$ cat src/psc_pkg.sv
// Package for the three-instance PWM slice block: register map, field
// positions, reset values and slice mode codes.
// Assumes byte-wide registers at their printed byte addresses.
package psc_pkg;

  localparam int          PSC_NUM         = 3;
  localparam logic [11:0] PSC_BASE        = 12'h460;
  localparam logic [11:0] PSC_STRIDE      = 12'h00f;
  localparam logic [11:0] PSC_OFF_PR_LO   = 12'h003;
  localparam logic [11:0] PSC_OFF_PR_HI   = 12'h004;
  localparam logic [11:0] PSC_OFF_CLOCK_PRESCALE    = 12'h005;
  localparam logic [11:0] PSC_OFF_CON     = 12'h009;
  localparam logic [11:0] PSC_OFF_CFG     = 12'h00a;
  localparam logic [11:0] PSC_OFF_P1_LO   = 12'h00b;
  localparam logic [11:0] PSC_OFF_P1_HI   = 12'h00c;
  localparam logic [11:0] PSC_OFF_P2_LO   = 12'h00d;
  localparam logic [11:0] PSC_OFF_P2_HI   = 12'h00e;
  localparam logic [11:0] PSC_ADDR_RELOAD = 12'h499;
  localparam logic [11:0] PSC_ADDR_ENABLE = 12'h49a;

  // Control register fields.
  localparam int CON_EN      = 7;
  localparam int CON_LD      = 2;
  localparam int CON_EXT_POL = 1;
  localparam int CON_EXT_IMM = 0;
  // Slice configuration fields.
  localparam int CFG_POL_TWO = 7;
  localparam int CFG_POL_ONE = 6;
  localparam int CFG_PP      = 3;
  localparam int CFG_MODE_LO = 0;

  localparam logic [7:0]  PSC_RST_BYTE = 8'h00;
  localparam logic [15:0] PSC_RST_WORD = 16'h0000;

  typedef enum logic [2:0] {
    PSC_LEFT     = 3'h0,
    PSC_RIGHT    = 3'h1,
    PSC_CENTER   = 3'h2,
    PSC_VARIABLE = 3'h3,
    PSC_CMP_SET  = 3'h4,
    PSC_CMP_TOG  = 3'h5,
    PSC_RSVD_A   = 3'h6,
    PSC_RSVD_B   = 3'h7
  } psc_mode_t;

endpackage : psc_pkg

$ cat src/psc_pwm.sv
// Three PWM instances, each with one slice of two outputs, plus the
// global reload and enable mirror registers.
// Assumes a plain byte register port synchronous to REF_CLK and
// external stop inputs already synchronous to REF_CLK.
// Notes on behaviour
// - Reload bit copies buffers at period, self-clears
// - Stop polarity bit one means active low
// - Immediate stop halts on next PWM clock
// - Deferred stop halts at period end
// - Output two polarity bit inverts it
// - Output one polarity bit inverts it
// - Push-pull alternates outputs each period
// - Mode field selects alignment for both outputs
// - Mode 100 sets output high on match
// - Mode 101 toggles output on match
// - Reserved modes force outputs to reset
// - Compare modes signal match on equality
// - Variable mode: on at one, off at two
// - Center mode active twice parameter, centered
// - Right mode active parameter at period end
// - Left mode active parameter at period start
// - Parameters accessed as reset-zero byte halves
// - Global reload mirrors all reload bits
// - Global enable mirrors all enable bits
// - Disable resets logic, keeps register contents
// - PWM clock is source over prescale plus one
// - Period value counts PWM clocks per period
`timescale 1ns/100ps
module psc_pwm (
  // Clock and reset.
  input  wire  logic                          REF_CLK,
  input  wire  logic                          RST_N,
  // Register port.
  input  wire  logic [11:0]                   ADDR,
  input  wire  logic [7:0]                    WR_DATA,
  input  wire  logic                          WR_EN,
  input  wire  logic                          RD_EN,
  output logic       [7:0]                    RD_DATA,
  // External stop inputs, one per instance.
  input  wire  logic [psc_pkg::PSC_NUM-1:0]   EXT_STOP,
  // Slice outputs and match events, one per instance.
  output logic       [psc_pkg::PSC_NUM-1:0]   OUT_ONE,
  output logic       [psc_pkg::PSC_NUM-1:0]   OUT_TWO,
  output logic       [psc_pkg::PSC_NUM-1:0]   MATCH_ONE,
  output logic       [psc_pkg::PSC_NUM-1:0]   MATCH_TWO
);
  import psc_pkg::*;

  function automatic logic [11:0] reg_addr(input int idx, input logic [11:0] off);
    reg_addr = PSC_BASE + 12'(idx) * PSC_STRIDE + off;
  endfunction : reg_addr

  // Aligned-mode activity of one output for timer t, parameter p, period pr.
  function automatic logic align_act(input psc_mode_t m, input logic [15:0] t,
                                     input logic [15:0] p, input logic [15:0] pr);
    logic early;
    logic late;
    early = t < p;
    late  = ({1'b0, t} + {1'b0, p}) >= {1'b0, pr};
    unique case (m)
      PSC_LEFT:   align_act = early;
      PSC_RIGHT:  align_act = late;
      PSC_CENTER: align_act = early | late;
      default:    align_act = 1'b0;
    endcase
  endfunction : align_act

  logic [PSC_NUM-1:0]       en_reg, ld_reg, ext_pol_reg, ext_imm_reg;
  logic [PSC_NUM-1:0][7:0]  cfg_reg, clock_prescale_reg, pre_cnt_reg;
  logic [PSC_NUM-1:0][15:0] pr_reg, p1_reg, p2_reg;
  logic [PSC_NUM-1:0][15:0] pr_act_reg, p1_act_reg, p2_act_reg, tmr_reg;
  logic [PSC_NUM-1:0]       halt_reg, stop_pend_reg, phase_reg;
  logic [PSC_NUM-1:0]       st_one_reg, st_two_reg, var_reg;
  logic [PSC_NUM-1:0]       out_one_reg, out_two_reg, m_one_reg, m_two_reg;
  logic [7:0]               rd_data_reg;

  logic [PSC_NUM-1:0] tick, pev, stop_act, run, eq_one, eq_two;
  logic [PSC_NUM-1:0] wr_con, wr_ld_mirror, wr_en_mirror, set_ld;
  psc_mode_t          mode [PSC_NUM];

  // Decode and per-instance strobes.
  always_comb
  begin
    for (int i = 0; i < PSC_NUM; i++)
    begin
      mode[i]         = psc_mode_t'(cfg_reg[i][CFG_MODE_LO +: 3]);
      wr_con[i]       = WR_EN && (ADDR == reg_addr(i, PSC_OFF_CON));
      wr_ld_mirror[i] = WR_EN && (ADDR == PSC_ADDR_RELOAD);
      wr_en_mirror[i] = WR_EN && (ADDR == PSC_ADDR_ENABLE);
      set_ld[i]       = (wr_con[i] && WR_DATA[CON_LD]) ||
                        (wr_ld_mirror[i] && WR_DATA[i]);
      tick[i]         = en_reg[i] && (pre_cnt_reg[i] == clock_prescale_reg[i]);
      run[i]          = en_reg[i] && !halt_reg[i];
      pev[i]          = run[i] && tick[i] &&
                        ((tmr_reg[i] + 16'h0001 >= pr_act_reg[i]) ||
                         (pr_act_reg[i] == PSC_RST_WORD));
      stop_act[i]     = EXT_STOP[i] ^ ext_pol_reg[i];
      eq_one[i]       = run[i] && tick[i] && (tmr_reg[i] == p1_act_reg[i]);
      eq_two[i]       = run[i] && tick[i] && (tmr_reg[i] == p2_act_reg[i]);
    end
  end

  // Software-owned register contents; disable does not touch them.
  always_ff @(posedge REF_CLK or negedge RST_N)
  begin
    if (!RST_N)
    begin
      en_reg      <= '0;
      ext_pol_reg <= '0;
      ext_imm_reg <= '0;
      cfg_reg     <= '0;
      clock_prescale_reg    <= '0;
      pr_reg      <= '0;
      p1_reg      <= '0;
      p2_reg      <= '0;
    end
    else
    begin
      for (int i = 0; i < PSC_NUM; i++)
      begin
        if (wr_con[i])
        begin
          en_reg[i]      <= WR_DATA[CON_EN];
          ext_pol_reg[i] <= WR_DATA[CON_EXT_POL];
          ext_imm_reg[i] <= WR_DATA[CON_EXT_IMM];
        end
        if (wr_en_mirror[i])
          en_reg[i] <= WR_DATA[i];
        // Configuration writes while enabled are taken as-is.
        if (WR_EN && ADDR == reg_addr(i, PSC_OFF_CFG))
          cfg_reg[i] <= WR_DATA;
        if (WR_EN && ADDR == reg_addr(i, PSC_OFF_CLOCK_PRESCALE))
          clock_prescale_reg[i] <= WR_DATA;
        if (WR_EN && ADDR == reg_addr(i, PSC_OFF_PR_LO))
          pr_reg[i][7:0] <= WR_DATA;
        if (WR_EN && ADDR == reg_addr(i, PSC_OFF_PR_HI))
          pr_reg[i][15:8] <= WR_DATA;
        if (WR_EN && ADDR == reg_addr(i, PSC_OFF_P1_LO))
          p1_reg[i][7:0] <= WR_DATA;
        if (WR_EN && ADDR == reg_addr(i, PSC_OFF_P1_HI))
          p1_reg[i][15:8] <= WR_DATA;
        if (WR_EN && ADDR == reg_addr(i, PSC_OFF_P2_LO))
          p2_reg[i][7:0] <= WR_DATA;
        if (WR_EN && ADDR == reg_addr(i, PSC_OFF_P2_HI))
          p2_reg[i][15:8] <= WR_DATA;
      end
    end
  end

  // Reload request: a new set wins over the completion clear.
  always_ff @(posedge REF_CLK or negedge RST_N)
  begin
    if (!RST_N)
      ld_reg <= '0;
    else
    begin
      for (int i = 0; i < PSC_NUM; i++)
      begin
        if (set_ld[i])
          ld_reg[i] <= 1'b1;
        else if (pev[i] && ld_reg[i])
          ld_reg[i] <= 1'b0;
        else if (wr_con[i] || (wr_ld_mirror[i]))
          ld_reg[i] <= 1'b0;
      end
    end
  end

  // Active buffers follow the registers while disabled, so the first
  // period after enable already uses the programmed values.
  always_ff @(posedge REF_CLK or negedge RST_N)
  begin
    if (!RST_N)
    begin
      pr_act_reg <= '0;
      p1_act_reg <= '0;
      p2_act_reg <= '0;
    end
    else
    begin
      for (int i = 0; i < PSC_NUM; i++)
      begin
        if (!en_reg[i] || (pev[i] && ld_reg[i]))
        begin
          pr_act_reg[i] <= pr_reg[i];
          p1_act_reg[i] <= p1_reg[i];
          p2_act_reg[i] <= p2_reg[i];
        end
      end
    end
  end

  // Prescaler and timer.
  always_ff @(posedge REF_CLK or negedge RST_N)
  begin
    if (!RST_N)
    begin
      pre_cnt_reg <= '0;
      tmr_reg     <= '0;
      phase_reg   <= '0;
    end
    else
    begin
      for (int i = 0; i < PSC_NUM; i++)
      begin
        if (!en_reg[i])
        begin
          pre_cnt_reg[i] <= PSC_RST_BYTE;
          tmr_reg[i]     <= PSC_RST_WORD;
          phase_reg[i]   <= 1'b0;
        end
        else
        begin
          pre_cnt_reg[i] <= tick[i] ? PSC_RST_BYTE : pre_cnt_reg[i] + 8'h01;
          if (halt_reg[i])
            tmr_reg[i] <= PSC_RST_WORD;
          else if (pev[i])
          begin
            tmr_reg[i]   <= PSC_RST_WORD;
            phase_reg[i] <= ~phase_reg[i];
          end
          else if (tick[i])
            tmr_reg[i] <= tmr_reg[i] + 16'h0001;
        end
      end
    end
  end

  // External stop. A deferred stop is remembered until the period ends;
  // the halt lifts once the stop input is no longer active.
  always_ff @(posedge REF_CLK or negedge RST_N)
  begin
    if (!RST_N)
    begin
      halt_reg      <= '0;
      stop_pend_reg <= '0;
    end
    else
    begin
      for (int i = 0; i < PSC_NUM; i++)
      begin
        if (!en_reg[i])
        begin
          halt_reg[i]      <= 1'b0;
          stop_pend_reg[i] <= 1'b0;
        end
        else if (halt_reg[i])
        begin
          stop_pend_reg[i] <= 1'b0;
          if (!stop_act[i])
            halt_reg[i] <= 1'b0;
        end
        else if (ext_imm_reg[i])
        begin
          stop_pend_reg[i] <= 1'b0;
          if (stop_act[i] && tick[i])
            halt_reg[i] <= 1'b1;
        end
        else
        begin
          if (pev[i] && (stop_pend_reg[i] || stop_act[i]))
          begin
            halt_reg[i]      <= 1'b1;
            stop_pend_reg[i] <= 1'b0;
          end
          else if (stop_act[i])
            stop_pend_reg[i] <= 1'b1;
        end
      end
    end
  end

  // Latched states for compare and variable modes.
  always_ff @(posedge REF_CLK or negedge RST_N)
  begin
    if (!RST_N)
    begin
      st_one_reg <= '0;
      st_two_reg <= '0;
      var_reg    <= '0;
    end
    else
    begin
      for (int i = 0; i < PSC_NUM; i++)
      begin
        if (!en_reg[i])
        begin
          st_one_reg[i] <= 1'b0;
          st_two_reg[i] <= 1'b0;
          var_reg[i]    <= 1'b0;
        end
        else
        begin
          if (mode[i] == PSC_CMP_SET)
          begin
            if (eq_one[i])
              st_one_reg[i] <= 1'b1;
            if (eq_two[i])
              st_two_reg[i] <= 1'b1;
          end
          else if (mode[i] == PSC_CMP_TOG)
          begin
            if (eq_one[i])
              st_one_reg[i] <= ~st_one_reg[i];
            if (eq_two[i])
              st_two_reg[i] <= ~st_two_reg[i];
          end
          // The off point wins if both parameters are equal.
          if (eq_two[i])
            var_reg[i] <= 1'b0;
          else if (eq_one[i])
            var_reg[i] <= 1'b1;
        end
      end
    end
  end

  // Output stage: activity by mode, push-pull gating, then polarity.
  always_ff @(posedge REF_CLK or negedge RST_N)
  begin
    if (!RST_N)
    begin
      out_one_reg <= '0;
      out_two_reg <= '0;
      m_one_reg   <= '0;
      m_two_reg   <= '0;
    end
    else
    begin
      for (int i = 0; i < PSC_NUM; i++)
      begin
        logic a1;
        logic a2;
        a1 = 1'b0;
        a2 = 1'b0;
        unique case (mode[i])
          PSC_LEFT, PSC_RIGHT, PSC_CENTER:
          begin
            a1 = align_act(mode[i], tmr_reg[i], p1_act_reg[i], pr_act_reg[i]);
            a2 = align_act(mode[i], tmr_reg[i], p2_act_reg[i], pr_act_reg[i]);
          end
          PSC_VARIABLE:
          begin
            a1 = var_reg[i];
            a2 = var_reg[i];
          end
          PSC_CMP_SET, PSC_CMP_TOG:
          begin
            a1 = st_one_reg[i];
            a2 = st_two_reg[i];
          end
          PSC_RSVD_A, PSC_RSVD_B:
          begin
            a1 = 1'b0;
            a2 = 1'b0;
          end
        endcase
        if (cfg_reg[i][CFG_PP])
        begin
          a1 = a1 && !phase_reg[i];
          a2 = a2 && phase_reg[i];
        end
        if (!run[i])
        begin
          a1 = 1'b0;
          a2 = 1'b0;
        end
        if (mode[i] == PSC_RSVD_A || mode[i] == PSC_RSVD_B)
        begin
          out_one_reg[i] <= 1'b0;
          out_two_reg[i] <= 1'b0;
        end
        else
        begin
          out_one_reg[i] <= a1 ^ cfg_reg[i][CFG_POL_ONE];
          out_two_reg[i] <= a2 ^ cfg_reg[i][CFG_POL_TWO];
        end
        m_one_reg[i] <= eq_one[i] && (mode[i] inside {PSC_VARIABLE, PSC_CMP_SET,
                                                       PSC_CMP_TOG});
        m_two_reg[i] <= eq_two[i] && (mode[i] inside {PSC_VARIABLE, PSC_CMP_SET,
                                                       PSC_CMP_TOG});
      end
    end
  end

  // Read port: data stand in the cycle after the strobe; unmapped reads 0.
  always_ff @(posedge REF_CLK or negedge RST_N)
  begin
    if (!RST_N)
      rd_data_reg <= '0;
    else if (RD_EN)
    begin
      rd_data_reg <= PSC_RST_BYTE;
      if (ADDR == PSC_ADDR_RELOAD)
        rd_data_reg <= {5'h00, ld_reg};
      if (ADDR == PSC_ADDR_ENABLE)
        rd_data_reg <= {5'h00, en_reg};
      for (int i = 0; i < PSC_NUM; i++)
      begin
        if (ADDR == reg_addr(i, PSC_OFF_CON))
          rd_data_reg <= {en_reg[i], 4'h0, ld_reg[i], ext_pol_reg[i], ext_imm_reg[i]};
        if (ADDR == reg_addr(i, PSC_OFF_CFG))
          rd_data_reg <= cfg_reg[i] & 8'hcf;
        if (ADDR == reg_addr(i, PSC_OFF_CLOCK_PRESCALE))
          rd_data_reg <= clock_prescale_reg[i];
        if (ADDR == reg_addr(i, PSC_OFF_PR_LO))
          rd_data_reg <= pr_reg[i][7:0];
        if (ADDR == reg_addr(i, PSC_OFF_PR_HI))
          rd_data_reg <= pr_reg[i][15:8];
        if (ADDR == reg_addr(i, PSC_OFF_P1_LO))
          rd_data_reg <= p1_reg[i][7:0];
        if (ADDR == reg_addr(i, PSC_OFF_P1_HI))
          rd_data_reg <= p1_reg[i][15:8];
        if (ADDR == reg_addr(i, PSC_OFF_P2_LO))
          rd_data_reg <= p2_reg[i][7:0];
        if (ADDR == reg_addr(i, PSC_OFF_P2_HI))
          rd_data_reg <= p2_reg[i][15:8];
      end
    end
  end

  assign RD_DATA   = rd_data_reg;
  assign OUT_ONE   = out_one_reg;
  assign OUT_TWO   = out_two_reg;
  assign MATCH_ONE = m_one_reg;
  assign MATCH_TWO = m_two_reg;
endmodule : psc_pwm

$ cat config.mk
export PLATFORM = sky130hd
export DESIGN_NAME = psc_pwm
export DESIGN_NICKNAME = d
export VERILOG_FILES = /design/src/psc_pkg.sv /design/src/psc_pwm.sv
export SDC_FILE = /design/constraint.sdc
export NUM_CORES = 1
export LEC_CHECK = 0
export BUFFER_PORTS_ARGS = -buffer_cell sky130_fd_sc_hd__buf_4
export CAP_MARGIN = 20
export CORE_MARGIN = 2
export CORE_UTILIZATION = 29
export CTS_BUF_LIST = sky130_fd_sc_hd__clkbuf_4 sky130_fd_sc_hd__clkbuf_8 sky130_fd_sc_hd__clkbuf_16
export DETAILED_ROUTE_END_ITERATION = 6
export GPL_TIMING_DRIVEN = 0
export HOLD_SLACK_MARGIN = 0.08
export MAX_ROUTING_LAYER = met4
export PLACE_DENSITY_LB_ADDON = 0.3
export SLEW_MARGIN = 40
export SYNTH_ARGS = -nofsm -noshare
export SYNTH_HDL_FRONTEND = slang
export SYNTH_SLANG_ARGS = --single-unit
$ cat constraint.sdc
create_clock -name REF_CLK -period 4.6 [get_ports REF_CLK]
set_clock_uncertainty 0.05 [all_clocks]
set_input_delay 0.92 -clock REF_CLK [delete_from_list [all_inputs] [get_ports REF_CLK]]
set_output_delay 0.92 -clock REF_CLK [all_outputs]
set_load 0.1 [all_outputs]
Word level (Yosys, flattened, before mapping)
Index checks and enable logic that the tools add are counted.
Storage, ports and cells
  input port bits: 27
  output and inout port bits: 20
  word-level logic and storage cells: 516
  bits in registers: 458
Cells by class
  magnitude comparators: 15
  equal/unequal tests: 89
  reduce and logical (&&, ||, !) cells: 134
  multiplexer cells: 170
  bitwise logic cells: 24
  $add $sub $neg: 12
Operators with widths (number)
  12-bit by 11-bit equality test with 1-bit output, second input constant: 29
  8-bit two-way mux: 33
  16-bit two-way mux: 12
  1-bit two-way mux: 111
  16-bit by 16-bit adder with 17-bit output: 6
  17-bit by 16-bit >= comparator with 1-bit output: 6
  16-bit equality test: 6
  16-bit < comparator: 6
  1-bit logical AND: 74
  16-bit by 1-bit adder with 16-bit output, second input constant: 3
  16-bit >= comparator: 3
  16-bit logical NOT: 3
  3-bit equality test, second input constant: 12
  3-bit != test, second input constant: 12
  8-bit by 1-bit adder with 8-bit output, second input constant: 3
  8-bit equality test: 3
  1-bit case mux with 4 select lines: 6
  3-bit by 2-bit equality test with 1-bit output, second input constant: 6
  1-bit logical OR: 18
  3-bit by 1-bit != test with 1-bit output, second input constant: 6
  1-bit case mux with 3 select lines: 6
  3-bit AND reduction: 6
  3-bit nonzero test: 6
  5-bit by 1-bit != test with 1-bit output, second input constant: 3
  other kinds (14): 65

Logic depth before layout (Yosys ltp)
Gate-level depths: netlist (run 1).
  depth after elaboration: 30
  depth in mapped cells: 20
  depth with buffers taken out: 19

Worst setup path after synthesis (run 1)
OpenSTA, ideal clock, no wires.
  path type: register to register
  from: register tmr_reg[32] in the netlist's numbering
  to: register out_one_reg[2], in the netlist OUT_ONE[2]
  cell stages (with the launch flop): 20
  library setup time: 0.079 ns
  arrival: 3.901 ns
  clock period less this slack: 4.030 ns
  setup slack: 0.570 ns
  data required time: 4.471 ns
  path buffers: 0
  path through: dfrtp_1 -> ha_1 -> fa_1 -> nand2b_1 -> a21oi_1 -> o21bai_1 -> a211oi_1 -> or3_1 -> a221o_1 -> a21oi_1 -> xor2_1 -> ha_1 -> a21o_1 -> nand2_1 -> o21ai_0 -> nor4b_1 -> o21a_1 -> a41oi_1 -> o31ai_1 -> mux2i_1
Between the ends
  word-level cells in the longest chain between the ends: 10
  elaborated cells on any way between the ends: 11
  those cells by class: add/sub (1); order compare (2); mux (5); bitwise (2); reduce/logical (1)
Ends and longest elaborated chain
  start: declaration: RTL line psc_pwm.sv:71  | logic [PSC_NUM-1:0][15:0] pr_act_reg, p1_act_reg, p2_act_reg, tmr_reg;
  start signal: indexed assignment: RTL line psc_pwm.sv:223  | tmr_reg[i] <= tmr_reg[i] + 16'h0001;
  16-bit by 16-bit adder with 17-bit output: RTL line psc_pwm.sv:59  | late = ({1'b0, t} + {1'b0, p}) >= {1'b0, pr};
  17-bit by 16-bit >= comparator with 1-bit output: RTL line psc_pwm.sv:59
  1-bit OR: RTL line psc_pwm.sv:63  | PSC_CENTER: align_act = early | late;
  1-bit case mux with 3 select lines *: RTL line psc_pwm.sv:60  | unique case (m)
  1-bit case mux with 4 select lines *: RTL line psc_pwm.sv:336  | unique case (mode[i])
  1-bit logical AND: RTL line psc_pwm.sv:360  | a1 = a1 && !phase_reg[i];
  1-bit two-way mux *: RTL line psc_pwm.sv:358  | if (cfg_reg[i][CFG_PP])
  1-bit two-way mux *: RTL line psc_pwm.sv:363  | if (!run[i])
  1-bit XOR *: RTL line psc_pwm.sv:375  | out_one_reg[i] <= a1 ^ cfg_reg[i][CFG_POL_ONE];
  1-bit two-way mux *: RTL line psc_pwm.sv:368  | if (mode[i] == PSC_RSVD_A || mode[i] == PSC_RSVD_B)
  end signal: indexed assignment: RTL line psc_pwm.sv:375
  end: declaration: RTL line psc_pwm.sv:74  | logic [PSC_NUM-1:0] out_one_reg, out_two_reg, m_one_reg, m_two_reg;
Every way passes the cells marked *; elsewhere a longest branch is shown, timed or not.
A chain may end at the register's enable or synchronous reset.

Worst setup path in the final report (run 1)
  from: register tmr_reg[18] in the netlist's numbering
  to: register out_one_reg[1], in the netlist OUT_ONE[1]
Same word-level chain as after synthesis.

==> results of run 1 <==
[synthesized netlist by cell type, types with 57 or more instances]
cell type	number	area share (%)
nand3_1	86	1.4
clkbuf_1	72	0.88
ha_1	342	14
nand2_1	143	1.7
xnor2_1	85	2.4
inv_1	220	2.7
mux2_2	333	12
nor3_1	57	0.92
dfrtp_1	452	37
xor2_1	82	2.3
a21oi_1	178	2.9
o21ai_0	97	1.6
nor2_1	223	2.7
[area by class of cell]
type / count / area share, %
clock buffer: 67 / 4.050
buffer: 106 / 1.342
tap: 1391 / 4.898
sequential: 452 / 31.91
clock inverter: 27 / 1.275
multi-input combinational: 2312 / 52.26
inverter: 220 / 2.324
timing repair buffer: 70 / 1.905
antenna: 5 / 0.03521
[critical path: stages (launching register included)]
cell	delay (ns)
dfrtp_2	0.46
buf_4	0.17
ha_1	0.36
a21oi_1	0.06
nor2_1	0.18
o21bai_1	0.12
a211o_1	0.36
a221oi_4	0.42
a31oi_1	0.19
xnor2_1	0.18
ha_1	0.33
nor2_1	0.15
nor3_1	0.10
o21ai_0	0.15
o311ai_0	0.24
o31a_1	0.33
a21o_1	0.20
a211oi_2	0.27
[power groups by stage]
stage / clock [W] / sequential (W) / combinational [W]
6_report: 0.00464 / 0.00410 / 0.000905
5_1_grt: 0.00487 / 0.00410 / 0.000972
4_1_cts: 0.00472 / 0.00410 / 0.000899
3_5_place_dp: 0 / 0.00417 / 0.000889
3_3_place_gp: 0 / 0.00417 / 0.000863
2_1_floorplan: 0 / 0.00430 / 0.000349
[per-layer routing]
| layer | vias up | routed length, um |
|---|---|---|
| li1 | 11520 | - |
| met3 | 171 | 5965 |
| met4 | 0 | 3110 |
| met5 | - | 0 |
| met1 | 12190 | 49440 |
| met2 | 731 | 44280 |
[path summary, 6_finish.rpt]
check | startpoint | to | slack [ns] | depth (start not counted)
max | tmr_reg[18] | OUT_ONE[1] | 0.14 | 17
min | RST_N | MATCH_ONE[0] | 0.21 | 1
max reg2reg | tmr_reg[18] | OUT_ONE[1] | 0.14 | 17
min reg2reg | var_reg[2] | var_reg[2] | 0.46 | 2
max in group asynchronous | RST_N | tmr_reg[36] | 2.82 | 4
min in group REF_CLK | var_reg[2] | var_reg[2] | 0.46 | 2
[what timing repair did]
item                                    4_1_cts  5_1_grt
buffers inserted                              3       17
pin swaps                                     2       20
endpoints found under the setup margin      107      126
resized for setup                            21       59
hold endpoints to repair                      0        0
[through the flow]
stage          cells  area [sq um]  hold WS (ns)  utilization [%]
6_report        4650         35530        0.2083            33.71
3_3_place_gp    4523         32910        0.4386            31.22
5_1_grt         4648         35530        0.2502            33.70
4_1_cts         4627         35170        0.2096            33.36
2_1_floorplan   3091         30860        0.3779                -
3_5_place_dp    4531         33150        0.4461            31.45
[logic make-up (layout without fill, tap and decap cells)]
logic type                 count (synthesis)  in the layout  synth area share, %
and+or+nand+nor                          807            807                13.45
AOI/OAI and AO/OA                        648            648                14.27
DFF                                      452            452                36.65
adders and majority gates                348            348                14.26
muxes                                    342            342                12.45
buffers and inverters                    327            490                4.172
xor gates and xnor gates                 167            167                4.740
other                                      0              5                    0
==> flow_metrics.tcl, run 1 <==
set metrics [dict create \
    outcome "complete, but fails checks" \
    violations "design-rule violations" \
    slew_viol_final 0 \
    pre_cts_slack_ns -0.4682 \
    die-area_sq_um 109000 \
    cap_violations 0 \
    p_int_w 0.007070 \
    initialDrtViolationCount 2293 \
    leakage_nw 17.03 \
    seqPwrFrac_pct 42.5 \
    end_kind "register" \
    post-route-min-period_ns 4.455 \
    vias_per_cell 5.293 \
    ios 47 \
    multi_input_area_sq_um 18570 \
    cts-htree-levels 2 \
    dpl.hpwl_um 79580 \
    grt_max_degree 70 \
    coreArea_sq_um 105400 \
    cts_buffer_depth 3 \
    syn_area_per_cell_sq_um 9.983 \
    rsz0062_at_grt "yes" \
    syn_area_sq_um 30860 \
    max_freq_mhz 224.4 \
    setup_ws_ns 0.1445 \
    swShare_pct 26.67 \
    cp.required_ns 5.07 \
    clk_latency_ns 0.62 \
    antenna_found_initial 4 \
    antenna_left 0 \
    cts_buffers 52 \
    grt_use_met2_pct 27.96 \
    wl_um 102800 \
    worstSetupStartpointType "register" \
    vias 24610 \
    worst_pin_slew_ns 0.8952 \
    cp_data_arrival_time_ns 4.93 \
    clk_pin_slew_ns 0.06 \
    die_h_um 330.2 \
    cp_max_fo 8 \
    synthFlopType "dfrtp_1" \
    final_cell_mix "431 x dfrtp_1, 337 x ha_1, 333 x mux2_2" \
    syn-instance-count 3091 \
    rows 119 \
    power_switching_w 0.002572 \
    wl_per_cell_um 22.11 \
    globalplace.congestion 0.9562 \
    cts_sinks 452 \
    firstDrtPassIters 7 \
    fillers 10790 \
    yosys_register_bits 452 \
    grt.overflow.total 0 \
    fin_nets 3589 \
    synth_edf_count 0 \
    grt_pass1_vias 23470 \
    p_per_area_nw_per_um2 271.4 \
    final_hold_viol_count 0 \
    port_buffers 41 \
    setup_viol 0 \
    setup_tns_ns 0 \
    ys_warn_count 0 \
    regArea_sq_um 11340 \
    grt_usage_pct 19.16 \
    cts_tree "built" \
    chipWidth_um 330.2 \
    final_common_cell "dfrtp_1" \
    ys_types 98 \
    fin_crit_sh_pct 96.86 \
    timing_worst_setup_path_type "reg2reg" \
    grt_pass1_wl_um 152800 \
    ctsHoldBuffers 0 \
    comb_power_share_pct 9.4 \
    grt_util_met3_pct 2.925 \
    hp-class "in2async" \
    syn_nets 3466 \
    area_growth_pct 15.14 \
    peakVddDrop_uv 253.9 \
    initial_core_util_pct 29.27 \
    yosysSeqAreaShare_pct 36.65 \
    busiest_layer "met2" \
    p_clk_share_pct 48.1 \
    root_buffer "clkbuf_16" \
    drc 8 \
    async_flop_share_pct 100.0 \
    total_power_w 0.009642 \
    final_layout_size_suffix_gt1_share_pct 19.76 \
    use_met1_pct 27.14 \
    relSlewSlack_pct 40.32 \
]
Power figures use the tool's default switching activity.
==> run 2, diff against run 1 <==
- CORE_MARGIN: 2 -> unset
==> run 2 against run 1 <==
  * The run still ends with design-rule violations left
  * Wire length is 0.26% higher
  * Worst setup slack better by 0.039 ns
  * Final area fell by 0.51%
  * Register-to-register slack better by 0.04 ns
  * Count of clock-buffer cells in the layout did not move
  * Critical endpoint is now pr_act_reg[5]
  * Fmax is 0.89% higher
  * Cell count is essentially flat
  * Worst hold slack better by 0.25 ns
  * First-iteration DRC count decreased by 7.0%
  * Clock power down 7.1%
  * Sequential power hardly changed
  * Via count rose by 0.55%
==> flow_metrics.tcl, run 2 (synthesis gave the netlist of run 1 again) <==
set metrics [dict create \
    final_common_cell "dfrtp_1" \
    coreArea_sq_um 105400 \
    grt.overflow.total 0 \
    cts_buffers 51 \
    final_util_pct 33.54 \
    vias_per_cell 5.325 \
    ios 47 \
    fin_nets 3585 \
    hp-start "pr_reg[1]" \
    rows 119 \
    worstReg2RegEnd "pr_act_reg[5]" \
    wl_um 103100 \
    cts_buffer_depth 3 \
    clk_pin_slew_ns 0.07 \
    root_buffer "clkbuf_16" \
    cpPeakStageDelay_ns 0.51 \
    crit_family "compound AO/OA/AOI/OAI gates" \
    hp-class "reg2reg" \
    setup_tns_ns 0 \
    fin_crit_sh_pct 96.01 \
    fillers 10890 \
    die_h_um 328.2 \
    grt_max_degree 74 \
    grt_usage_pct 19.53 \
    cts_tree "built" \
    final_hold_viol_count 0 \
    setup_ws_ns 0.1837 \
    wl_per_cell_um 22.17 \
    slew_viol_final 0 \
    p_per_area_nw_per_um2 263.2 \
    cp_data_arrival_time_ns 4.87 \
    die-area_sq_um 107700 \
    globalplace.congestion 0.9472 \
    pre_cts_slack_ns -0.5270 \
    cts-htree-levels 2 \
    cap_violations 0 \
    peakVddDrop_uv 313.6 \
    max_freq_mhz 226.4 \
    chipWidth_um 328.2 \
    r2r_slack_ns 0.18 \
    cp_max_fo 10 \
    setup_viol 0 \
    crit_slowest_cell "dfrtp_2" \
    total_power_w 0.009305 \
    final_layout_size_suffix_gt1_share_pct 19.45 \
    min_to "pr_reg[1]" \
    violations "design-rule violations" \
    rsz0062_at_grt "yes" \
    final_cell_mix "433 x dfrtp_1, 339 x ha_1, 333 x mux2_2" \
    worstSetupStartpointType "register" \
    post-route-min-period_ns 4.416 \
    vias 24750 \
    leakage_nw 17.00 \
    reg2regPathDepth 14 \
    grt_pass1_wl_um 154300 \
    outcome "complete, but fails checks" \
    whs_path_depth 1 \
    end_kind "register" \
    path_buf_inv 2 \
    dpl.hpwl_um 80070 \
    path_cells "ha_1 -> nand4_1 -> nor2_1 -> xor2_1 -> ha_1 -> a21o_1 -> a211o_1 -> a211oi_1 -> o21ai_1 -> a21oi_4 -> o31ai_4 -> buf_4 -> buf_4 -> mux2_1" \
    cp.required_ns 5.05 \
    area_growth_pct 14.56 \
    timing_worst_setup_path_type "reg2reg" \
    r2r-start "tmr_reg[1]" \
    grt_pass1_vias 23750 \
    cts_sinks 452 \
    antenna_left 0 \
    firstDrtPassIters 7 \
    relSlewSlack_pct 39.30 \
    port_buffers 41 \
    worst_pin_slew_ns 0.9105 \
    initial_core_util_pct 29.27 \
    drc 8 \
    clk_latency_ns 0.64 \
    antenna_found_initial 5 \
    crit_start "tmr_reg[1]" \
    initialDrtViolationCount 2133 \
]
-- run 2: cell count changes in the layout (fill, tap and decap cells not counted), sizes merged, moves of 2 or more --
cell / previous run / this run
clkinv: 6 / 12
buf: 103 / 100
bufinv: 10 / 3
diode: 5 / 7
-- run 2: worst max-delay path by stage --
stage                           endpoint  slack [ns]  cells after the start
after floorplan               OUT_ONE[2]        0.57                     19
after global placement       tmr_reg[45]       -2.54                      1
after detailed placement      OUT_TWO[0]       -0.53                     18
after CTS                 p1_act_reg[29]       0.001                     17
after global routing          OUT_ONE[2]       -0.11                     19
final                      pr_act_reg[5]        0.18                     14
-- run 2: worst register-to-register path, delay by kind of cell (launching register included) --
kind	cells	cell delay, ns
adder cells (fa/ha/maj)	2	0.63
AO/OA/AOI/OAI	6	1.48
buffers and inverters	2	0.45
flip-flops	1	0.51
AND/OR/NAND/NOR	2	0.62
multiplexers	1	0.33
XOR/XNOR	1	0.21
-- run 2: cell type report --
cell class                 instances  area (sq um)  area share, %
timing repair buffer              67         665.6          1.883
multi-input combinational       2312         18520          52.39
tap                             1391          1740          4.923
clock inverter                    26         282.8         0.7999
inverter                         220         825.8          2.336
clock buffer                      67          1483          4.194
antenna                            7         17.52        0.04955
sequential                       452         11330          32.06
buffer                           106         480.5          1.359
-- run 2: through the flow --
stage          hold slack, ns  area [sq um]  std cells
3_3_place_gp           0.4445         32910       4523
6_report               0.4578         35350       4648
5_1_grt                0.4779         35350       4646
3_5_place_dp           0.4493         33150       4530
2_1_floorplan          0.3779         30860       3091
4_1_cts                0.4599         35070       4629
-- run 2: layer usage --
| layer | track usage [%] | routed length [um] | vias up |
|---|---|---|---|
| li1 | - | - | 11510 |
| met3 | 3.605 | 6829 | 178 |
| met1 | 27.34 | 48770 | 12310 |
| met4 | 6.694 | 3418 | 0 |
| met5 | - | 0 | - |
| met2 | 28.02 | 44040 | 752 |
-- run 2: where the power goes --
part	total, W	switching (W)	internal (W)
clock	0.00431	0.00185	0.00247
sequential	0.00410	0.0000613	0.00404
combinational	0.000896	0.000657	0.000239
-- run 2: timing repair --
item	in CTS	in global routing
endpoints found under the hold margin	4	0
setup buffers	6	12
hold buffers	1	0
resized for setup	20	49
endpoints found under the setup margin	96	143
pin swaps	7	21
